File: src/inc/dpbc_regs.svh
// timing counts, widths and retry styles for the dual-port busy controller
// assumes a single 20 MHz clock; no software-visible registers exist
`ifndef DPBC_REGS_SVH
`define DPBC_REGS_SVH

// clock period of clk
`define DPBC_CLK_NS 50
// pin widths: low address lines, block-select bits, data lines
`define DPBC_ADDR_LO_W 11
`define DPBC_BLK_BITS 2
`define DPBC_DATA_W 8
// address_access_delay (and busy_release_to_data_delay), in ns
`define DPBC_ACCESS_NS 35
// busy_assert_from_match_delay / busy_assert_from_select_delay, in ns
`define DPBC_MATCH_DELAY_NS 30
// longest internal access pulse of the device, in ns
`define DPBC_PULSE_MAX_NS 11
// synchroniser depth on pin inputs
`define DPBC_SYNC_STAGES 2
// least times round up to whole cycles
`define DPBC_ACCESS_CYC \
    ((`DPBC_ACCESS_NS + `DPBC_CLK_NS - 1) / `DPBC_CLK_NS)
`define DPBC_MATCH_CYC \
    ((`DPBC_MATCH_DELAY_NS + `DPBC_CLK_NS - 1) / `DPBC_CLK_NS)
`define DPBC_TOGGLE_CYC \
    ((`DPBC_PULSE_MAX_NS + `DPBC_CLK_NS - 1) / `DPBC_CLK_NS)
// cycles to wait on a held busy before forcing a fresh access
`define DPBC_RETRY_CYC 16
// retry styles
`define DPBC_RETRY_SEL 0
`define DPBC_RETRY_ADDR 1

`endif
File: src/inc/dpbc_pkg.sv
// types shared by the dual-port busy controller
// widths follow dpbc_regs.svh
`include "dpbc_regs.svh"

package dpbc_pkg;

    // access sequence of one port
    typedef enum logic [2:0] {
        ST_IDLE,
        ST_SETUP,
        ST_CHECK,
        ST_WAIT,
        ST_TOGGLE
    } dpbc_state_t;

    // everything driven onto the memory port pins
    typedef struct packed {
        logic [`DPBC_ADDR_LO_W-1:0] addr;
        logic [(1<<`DPBC_BLK_BITS)-1:0] sel_n;
        logic rw_n;
        logic [`DPBC_DATA_W-1:0] dout;
        logic dout_oe_n;
    } dpbc_pins_t;

    // contention snapshot for the processor
    typedef struct packed {
        logic [`DPBC_ADDR_LO_W+`DPBC_BLK_BITS-1:0] addr;
        logic write;
    } dpbc_snap_t;

endpackage : dpbc_pkg

File: src/hdl/dpbc_host.sv
// host-side port controller for an asynchronous dual-port RAM with busy
// assumes one port of the RAM is wired to the ram_* pins; busy is open
// drain with pull-up, data pins are resolved by the bench from dout_oe_n
//
// What this block does
// - busy low at the check raises interrupt and snapshots address and rw
// - while busy low, hold capture until an access time after release
// - port selects decoded from address blocks, so busy is released
// - loser may flip an address line and restore it to reread
// - loser may toggle its own select to force a fresh read
`timescale 1ns/10ps
`include "dpbc_regs.svh"

module dpbc_host #(
    parameter int ADDR_LO_W = `DPBC_ADDR_LO_W,
    parameter int BLK_BITS = `DPBC_BLK_BITS,
    parameter int DATA_W = `DPBC_DATA_W,
    parameter int RETRY_CYC = `DPBC_RETRY_CYC,
    parameter int RETRY_MODE = `DPBC_RETRY_SEL
) (
    // clock and control
    input wire logic clk,
    input wire logic reset,
    input wire logic ce,
    // request from the processor side
    input wire logic req_valid,
    output logic req_ready,
    input wire logic req_write,
    input wire logic [ADDR_LO_W+BLK_BITS-1:0] req_addr,
    input wire logic [DATA_W-1:0] req_wdata,
    // answer to the processor side
    output logic resp_valid,
    output logic [DATA_W-1:0] resp_rdata,
    output logic resp_retried,
    // contention interrupt and snapshot
    output logic snap_irq,
    output dpbc_pkg::dpbc_snap_t snap,
    // memory port pins
    output dpbc_pkg::dpbc_pins_t ram_o,
    input wire logic [DATA_W-1:0] ram_din,
    input wire logic ram_busy_n
);

    localparam int AW = ADDR_LO_W + BLK_BITS;
    localparam int SETTLE = (`DPBC_ACCESS_CYC > `DPBC_MATCH_CYC) ?
        `DPBC_ACCESS_CYC + `DPBC_SYNC_STAGES :
        `DPBC_MATCH_CYC + `DPBC_SYNC_STAGES;
    localparam logic [15:0] SETTLE_C = 16'(SETTLE);
    localparam logic [15:0] RETRY_C = 16'(RETRY_CYC);
    localparam logic [15:0] TOGGLE_C = 16'(`DPBC_TOGGLE_CYC);

    // refuse widths the pin struct cannot carry
    if (ADDR_LO_W != `DPBC_ADDR_LO_W || BLK_BITS != `DPBC_BLK_BITS ||
        DATA_W != `DPBC_DATA_W) begin : g_bad_width
        $error("dpbc_host widths must match the pin struct");
    end
    if (RETRY_CYC < 1 || RETRY_CYC > 65535 ||
        (RETRY_MODE != `DPBC_RETRY_SEL &&
         RETRY_MODE != `DPBC_RETRY_ADDR)) begin : g_bad_retry
        $error("dpbc_host retry settings out of range");
    end

    // whole state of the controller
    typedef struct packed {
        dpbc_pkg::dpbc_state_t st;
        logic [15:0] cnt;
        logic [AW-1:0] addr;
        logic write;
        logic [DATA_W-1:0] wdata;
        logic [DATA_W-1:0] rdata;
        logic resp_v;
        logic retried;
        logic irq;
        dpbc_pkg::dpbc_snap_t snap;
    } dpbc_host_state_t;

    dpbc_host_state_t s_q;
    dpbc_host_state_t s_d;
    logic busy_s;
    logic [DATA_W-1:0] din_s;

    // pins come from another domain: two flops before use
    dpbc_sync #(.W(1), .INIT(1'b1)) u_busy_sync (
        .clk(clk),
        .reset(reset),
        .ce(ce),
        .async_in(ram_busy_n),
        .sync_out(busy_s)
    );
    dpbc_sync #(.W(DATA_W), .INIT('0)) u_data_sync (
        .clk(clk),
        .reset(reset),
        .ce(ce),
        .async_in(ram_din),
        .sync_out(din_s)
    );

    assign req_ready = ce && (s_q.st == dpbc_pkg::ST_IDLE);

    // next-state logic of the access sequence
    always_comb begin
        s_d = s_q;
        s_d.resp_v = 1'b0;
        s_d.irq = 1'b0;
        case (s_q.st)
            dpbc_pkg::ST_IDLE: begin
                if (req_valid) begin
                    s_d.addr = req_addr;
                    s_d.write = req_write;
                    s_d.wdata = req_wdata;
                    s_d.retried = 1'b0;
                    s_d.cnt = SETTLE_C;
                    s_d.st = dpbc_pkg::ST_SETUP;
                end
            end
            // wait out match delay and access time through the syncs
            dpbc_pkg::ST_SETUP: begin
                if (s_q.cnt == 16'h0000) begin
                    s_d.st = dpbc_pkg::ST_CHECK;
                end else begin
                    s_d.cnt = s_q.cnt - 16'h0001;
                end
            end
            dpbc_pkg::ST_CHECK: begin
                if (busy_s) begin
                    // data only trusted with busy high
                    if (!s_q.write) begin
                        s_d.rdata = din_s;
                    end
                    s_d.resp_v = 1'b1;
                    s_d.st = dpbc_pkg::ST_IDLE;
                end else begin
                    // lost: flag it and keep the access for repeat
                    s_d.irq = 1'b1;
                    s_d.snap.addr = s_q.addr;
                    s_d.snap.write = s_q.write;
                    s_d.retried = 1'b1;
                    s_d.cnt = RETRY_C;
                    s_d.st = dpbc_pkg::ST_WAIT;
                end
            end
            // stall while busy low; a blocked write is reissued too
            dpbc_pkg::ST_WAIT: begin
                if (busy_s) begin
                    s_d.cnt = SETTLE_C; // access time after release
                    s_d.st = dpbc_pkg::ST_SETUP;
                end else if (s_q.cnt == 16'h0000) begin
                    s_d.cnt = TOGGLE_C;
                    s_d.st = dpbc_pkg::ST_TOGGLE;
                end else begin
                    s_d.cnt = s_q.cnt - 16'h0001;
                end
            end
            // winner camped: toggle our own pins to get a fresh read
            dpbc_pkg::ST_TOGGLE: begin
                if (s_q.cnt == 16'h0000) begin
                    s_d.cnt = SETTLE_C;
                    s_d.st = dpbc_pkg::ST_SETUP;
                end else begin
                    s_d.cnt = s_q.cnt - 16'h0001;
                end
            end
            default: begin
                s_d.st = dpbc_pkg::ST_IDLE;
            end
        endcase
    end

    // state register; clock enable freezes everything
    always_ff @(posedge clk) begin
        if (reset) begin
            s_q <= '0;
        end else if (ce) begin
            s_q <= s_d;
        end
    end

    logic active;
    logic tog;
    assign active = (s_q.st != dpbc_pkg::ST_IDLE);
    assign tog = (s_q.st == dpbc_pkg::ST_TOGGLE);

    // block-decoded one-hot select; released when idle
    for (genvar b = 0; b < (1 << BLK_BITS); b++) begin : g_sel
        assign ram_o.sel_n[b] = !(active &&
            (s_q.addr[AW-1:ADDR_LO_W] == BLK_BITS'(b)) &&
            !(tog && RETRY_MODE == `DPBC_RETRY_SEL));
    end

    // flip address bit 0 during the toggle window
    assign ram_o.addr = s_q.addr[ADDR_LO_W-1:0] ^ ADDR_LO_W'(
        (tog && RETRY_MODE == `DPBC_RETRY_ADDR) ? 1 : 0);
    // no write strobe while an address line is flipped, or the
    // neighbouring location would take the write data
    assign ram_o.rw_n = !(active && s_q.write && !tog);
    assign ram_o.dout = s_q.wdata;
    // drive data only on a write; never while toggling
    assign ram_o.dout_oe_n = !(active && s_q.write && !tog);

    assign resp_valid = s_q.resp_v;
    assign resp_rdata = s_q.rdata;
    assign resp_retried = s_q.retried;
    assign snap_irq = s_q.irq;
    assign snap = s_q.snap;

    AST_SNAP_ON_LOSS: assert property (
        @(posedge clk) disable iff (reset)
        (ce && s_q.st == dpbc_pkg::ST_CHECK && !busy_s)
        |=> snap_irq && snap.addr == $past(s_q.addr)
            && snap.write == $past(s_q.write))
        else $error("contention snapshot not taken");

    AST_NO_ANSWER_UNDER_BUSY: assert property (
        @(posedge clk) disable iff (reset)
        $rose(resp_valid) |-> $past(busy_s)
            && $past(s_q.st) == dpbc_pkg::ST_CHECK)
        else $error("answer given while busy low");

    AST_RELEASE_WAITS_ACCESS: assert property (
        @(posedge clk) disable iff (reset)
        (ce && s_q.st == dpbc_pkg::ST_WAIT && busy_s)
        |=> s_q.st == dpbc_pkg::ST_SETUP && s_q.cnt == SETTLE_C)
        else $error("capture not delayed after busy release");

    AST_IDLE_DESELECTED: assert property (
        @(posedge clk) disable iff (reset)
        s_q.st == dpbc_pkg::ST_IDLE |-> &ram_o.sel_n
            && ram_o.dout_oe_n)
        else $error("select held while idle");

    AST_ONE_BLOCK: assert property (
        @(posedge clk) disable iff (reset)
        $countones(~ram_o.sel_n) <= 1)
        else $error("more than one block selected");

    AST_ADDR_TOGGLE: assert property (
        @(posedge clk) disable iff (reset)
        (tog && RETRY_MODE == `DPBC_RETRY_ADDR)
        |-> ram_o.addr[0] != s_q.addr[0])
        else $error("address line not flipped in toggle");

    AST_NO_WRITE_IN_TOGGLE: assert property (
        @(posedge clk) disable iff (reset)
        tog |-> ram_o.rw_n && ram_o.dout_oe_n)
        else $error("write strobe held during retry toggle");

    AST_SEL_TOGGLE: assert property (
        @(posedge clk) disable iff (reset)
        (ce && s_q.st == dpbc_pkg::ST_WAIT && !busy_s && s_q.cnt == 16'h0000
            && RETRY_MODE == `DPBC_RETRY_SEL)
        |=> &ram_o.sel_n)
        else $error("select not toggled after retry timeout");

endmodule : dpbc_host

File: src/hdl/dpbc_sync.sv
// two-flop synchroniser for pin inputs of the memory port
// assumes inputs are asynchronous to clk; clock enable freezes it
`timescale 1ns/10ps

module dpbc_sync #(
    parameter int W = 1,
    parameter logic [W-1:0] INIT = '0
) (
    // clock and control
    input wire logic clk,
    input wire logic reset,
    input wire logic ce,
    // pin side and synchronised side
    input wire logic [W-1:0] async_in,
    output logic [W-1:0] sync_out
);

    logic [W-1:0] meta_q;

    // first stage is read by the second stage only
    always_ff @(posedge clk) begin
        if (reset) begin
            meta_q <= INIT;
            sync_out <= INIT;
        end else if (ce) begin
            meta_q <= async_in;
            sync_out <= meta_q;
        end
    end

endmodule : dpbc_sync

File: config.mk
export PLATFORM = sky130hd
export DESIGN_NAME = dpbc_host
export DESIGN_NICKNAME = d
export VERILOG_FILES = /design/src/inc/dpbc_pkg.sv /design/src/hdl/dpbc_host.sv /design/src/hdl/dpbc_sync.sv
export VERILOG_INCLUDE_DIRS = /design/src /design/src/inc
export SDC_FILE = /design/constraint.sdc
export NUM_CORES = 1
export LEC_CHECK = 0
export ABC_AREA = 1
export BUFFER_PORTS_ARGS = -buffer_cell sky130_fd_sc_hd__buf_2
export CAP_MARGIN = 20
export CORE_UTILIZATION = 45
export CTS_BUF_LIST = sky130_fd_sc_hd__clkbuf_8
export DETAILED_ROUTE_END_ITERATION = 16
export PLACE_DENSITY = 0.68
export REMOVE_ABC_BUFFERS = 1
export SKIP_CTS_REPAIR_TIMING = 1
export SYNTH_ARGS = -nofsm -noshare
export SYNTH_HDL_FRONTEND = slang
export SYNTH_SLANG_ARGS = --single-unit
File: constraint.sdc
create_clock -name clk -period 4.3 [get_ports clk]
set_input_delay 0.645 -clock clk [delete_from_list [all_inputs] [get_ports clk]]
set_output_delay 0.645 -clock clk [all_outputs]
set_load 0.01 [all_outputs]
==> results_dict.tcl <==
set metrics [dict create \
    run_status "completed" \
    fin_setup_tns_ns 0 \
    cap_viol_max_count 0 \
    cp.depth 4 \
    first_global_vias 3001 \
    synth_enable_flop_cells 0 \
    cts.root.buffer_cell "sky130_fd_sc_hd__clkbuf_8" \
    vias 3319 \
    chipWidth_um 94.9 \
    placement.io_buffers 85 \
    critical_path_class "primary input to primary output" \
    fin_hold_viols 0 \
    boundaryPins 86 \
    synthesis.area_um2 3880 \
    critPathCaptureType "primary output" \
    tritoncts_num_sinks 84 \
    cts_buffer_depth 2 \
    grt_pass1_wl_mm 13.4 \
    num_rows 33 \
    gr-total-overflow 0 \
    finalMaxSlewViolations 0 \
    timing.reg2reg.setup_slack_ns 2.46 \
    hold_path.startpoint "resp_retried" \
    most_frequent_cell_on_critical_path "sky130_fd_sc_hd__buf_2" \
    avgRoutedWirePerCell_um 12.0 \
    p_per_area_nw_per_um2 685 \
    antenna_found_initial 0 \
    drt_iter0_markers 118 \
    drtPass1Iterations 4 \
    syn-mean-instance-area_um2 7.31 \
    via_per_inst 4.89 \
    worstHoldPathType "flip-flop to flip-flop" \
    crit-reg2reg-capture "s_q[33]" \
    cts_made_buffers 9 \
    synth_warnings 0 \
    required_time_of_the_critical_path_ns 3.65 \
    routabilityCongestion 0.830 \
    clk-insertion-delay-late_ns 0.36 \
    worst-path-buf-inv 3 \
    route.final.wire_length_mm 8.12 \
    worst_hold_path.endpoint "resp_retried" \
    crit_slowest_cell "sky130_fd_sc_hd__inv_1" \
    netlist-cell-type-count 32 \
    tritoncts "yes" \
    place.detailed.hpwl_mm 5.59 \
    layout.nets 606 \
    clkTransAtPathRegs_ns 0.09 \
    final_period_minus_worst_setup_slack_ns 2.43 \
    remaining_drc_errors 0 \
    worstRegToRegCells 7 \
    antenna_cells 0 \
    htree_levels 3 \
    synth.yosys.seq_area_share_pct 43.3 \
    final.hold.worst_slack_ns 0.465 \
    relSlewSlack_pct 55.5 \
    die_area_um2 9000 \
    static_power_due_to_leakage_nw 2.07 \
    layout.cells.most_common_list "sky130_fd_sc_hd__nor2_1, sky130_fd_sc_hd__buf_2, sky130_fd_sc_hd__dfxtp_1" \
    crit_path_start_kind "primary input" \
    antenna_violating_nets_post_route 0 \
    grt_use_total_pct 19.1 \
    core_area_um2 8300 \
    max_freq_mhz 411 \
    drive_gt1_share_pct 22.6 \
    final_min_period_over_clock_period_pct 56.6 \
    signed_area_change_from_the_synthesized_netlist_to_the_final_layout_pct 8.90 \
    async_reset_ff_share_pct 0 \
    grt_max_degree 65 \
    floorplan.die.height_um 94.9 \
    finClkSkew_ns 0.0151 \
    peak_supply_drop_mv 0.282 \
    synthFlopType "sky130_fd_sc_hd__dfxtp_1" \
    critical_path.top_delay_family "buffers and inverters" \
    worstMarginPinSlew_ns 0.667 \
    critical_path.reg2reg.startpoint "s_q[65]" \
    final_common_cell "sky130_fd_sc_hd__nor2_1" \
    rsz0062_at_grt "no" \
    final_util_pct 50.9 \
    initial_utilization_pct 46.8 \
    ys_ff_latch 84 \
    timing.critical_path.arrival_ns 1.79 \
    crit_chain "buf_2, inv_1, nor3_1, buf_2" \
    worstHoldPathCells 2 \
    cp_max_fo 24 \
    syn-instance-count 531 \
    setup-violations-final 0 \
    crit_path_max_incr_delay_ns 0.40 \
]
[flip-flops by register name, summed over array words and instances, names as in the netlist]
| signal | flops |
|---|---|
| ram_o | 19 |
| resp_rdata | 8 |
| resp_retried | 1 |
| resp_valid | 1 |
| s_q | 22 |
| snap | 14 |
| snap_irq | 1 |
| u_busy_sync.meta_q | 1 |
| u_busy_sync.sync_out | 1 |
| u_data_sync.meta_q | 8 |
| u_data_sync.sync_out | 8 |
[through the flow]
step / instance area [µm²] / instances / power [W] / worst slack [ns]
2_1_floorplan: 3460 / 470 / 0.00205 / 2.12
3_3_place_gp: 4040 / 663 / 0.00235 / 1.90
3_5_place_dp: 4040 / 663 / 0.00238 / 1.81
4_1_cts: 4230 / 679 / 0.00291 / 1.87
5_1_grt: 4230 / 679 / 0.00314 / 1.72
6_report: 4230 / 679 / 0.00289 / 1.87
[power by group]
group	switching, W	total [W]	internal, W
Sequential	0.000139	0.00107	0.000934
Combinational	0.000842	0.00130	0.000454
Clock	0.000307	0.000525	0.000218
[logic make-up (layout without fill, tap and decap cells)]
kind of cell / Yosys count / count (layout) / share of synthesized area, %
buf+inv: 94 / 137 / 14.1
simple gates: 254 / 254 / 28.8
compound gates: 94 / 94 / 12.4
xor+xnor: 3 / 3 / 0.677
fa+ha+maj: 2 / 2 / 0.645
flops: 84 / 84 / 43.3
[synthesized netlist by cell type (3+ instances only)]
cell type                    n  area share, %
sky130_fd_sc_hd__clkbuf_1   11            1.1
sky130_fd_sc_hd__nor3_1      3           0.39
sky130_fd_sc_hd__dfxtp_1    84             43
sky130_fd_sc_hd__buf_6       3           0.87
sky130_fd_sc_hd__o21ai_0    67            8.6
sky130_fd_sc_hd__nor2_2      5           0.81
sky130_fd_sc_hd__nor2_4      6            1.7
sky130_fd_sc_hd__nand3_1    23            3.0
sky130_fd_sc_hd__nor2_1    142             14
sky130_fd_sc_hd__nand2_1    63            6.1
sky130_fd_sc_hd__a21oi_1    23            3.0
sky130_fd_sc_hd__inv_2       3           0.29
sky130_fd_sc_hd__inv_1      26            2.5
sky130_fd_sc_hd__buf_2       4           0.52
sky130_fd_sc_hd__nand4_1     3           0.48
sky130_fd_sc_hd__buf_4      42            8.1
[per-layer routing]
metal | track usage (%) | vias to the layer above | wire, µm | share of wire, %
li1 | - | 1723 | - | -
met1 | 23.4 | 1501 | 3840 | 47
met2 | 31.2 | 85 | 3610 | 44
met3 | 6.12 | 10 | 554 | 6.8
met4 | 6.94 | 0 | 117 | 1.4
met5 | 0 | - | 0 | 0
[worst min-delay path, delay by kind of cell, from the launching register on]
kind               cells  cell delay [ns]
DFF                    1             0.32
and+or+nand+nor        1             0.06
AOI/OAI and AO/OA      1             0.05
[layout make-up]
type	instances	area, µm²
fill	811	4070
sequential	84	1680
multi-input combinational	353	1650
timing repair buffer	88	448
tap	105	131
inverter	33	130
clock buffer	9	124
clock inverter	7	57.6
[how the worst max path moves through the flow]
| stage | startpoint | to |
|---|---|---|
| after global placement | ce | s_q[33] |
| after detailed placement | ce | s_q[33] |
| final | ce | req_ready |
| after CTS | ce | req_ready |
| after global routing | ce | req_ready |
| after floorplan | ce | s_q[33] |
No activity file was read; power rests on OpenSTA's default activity.
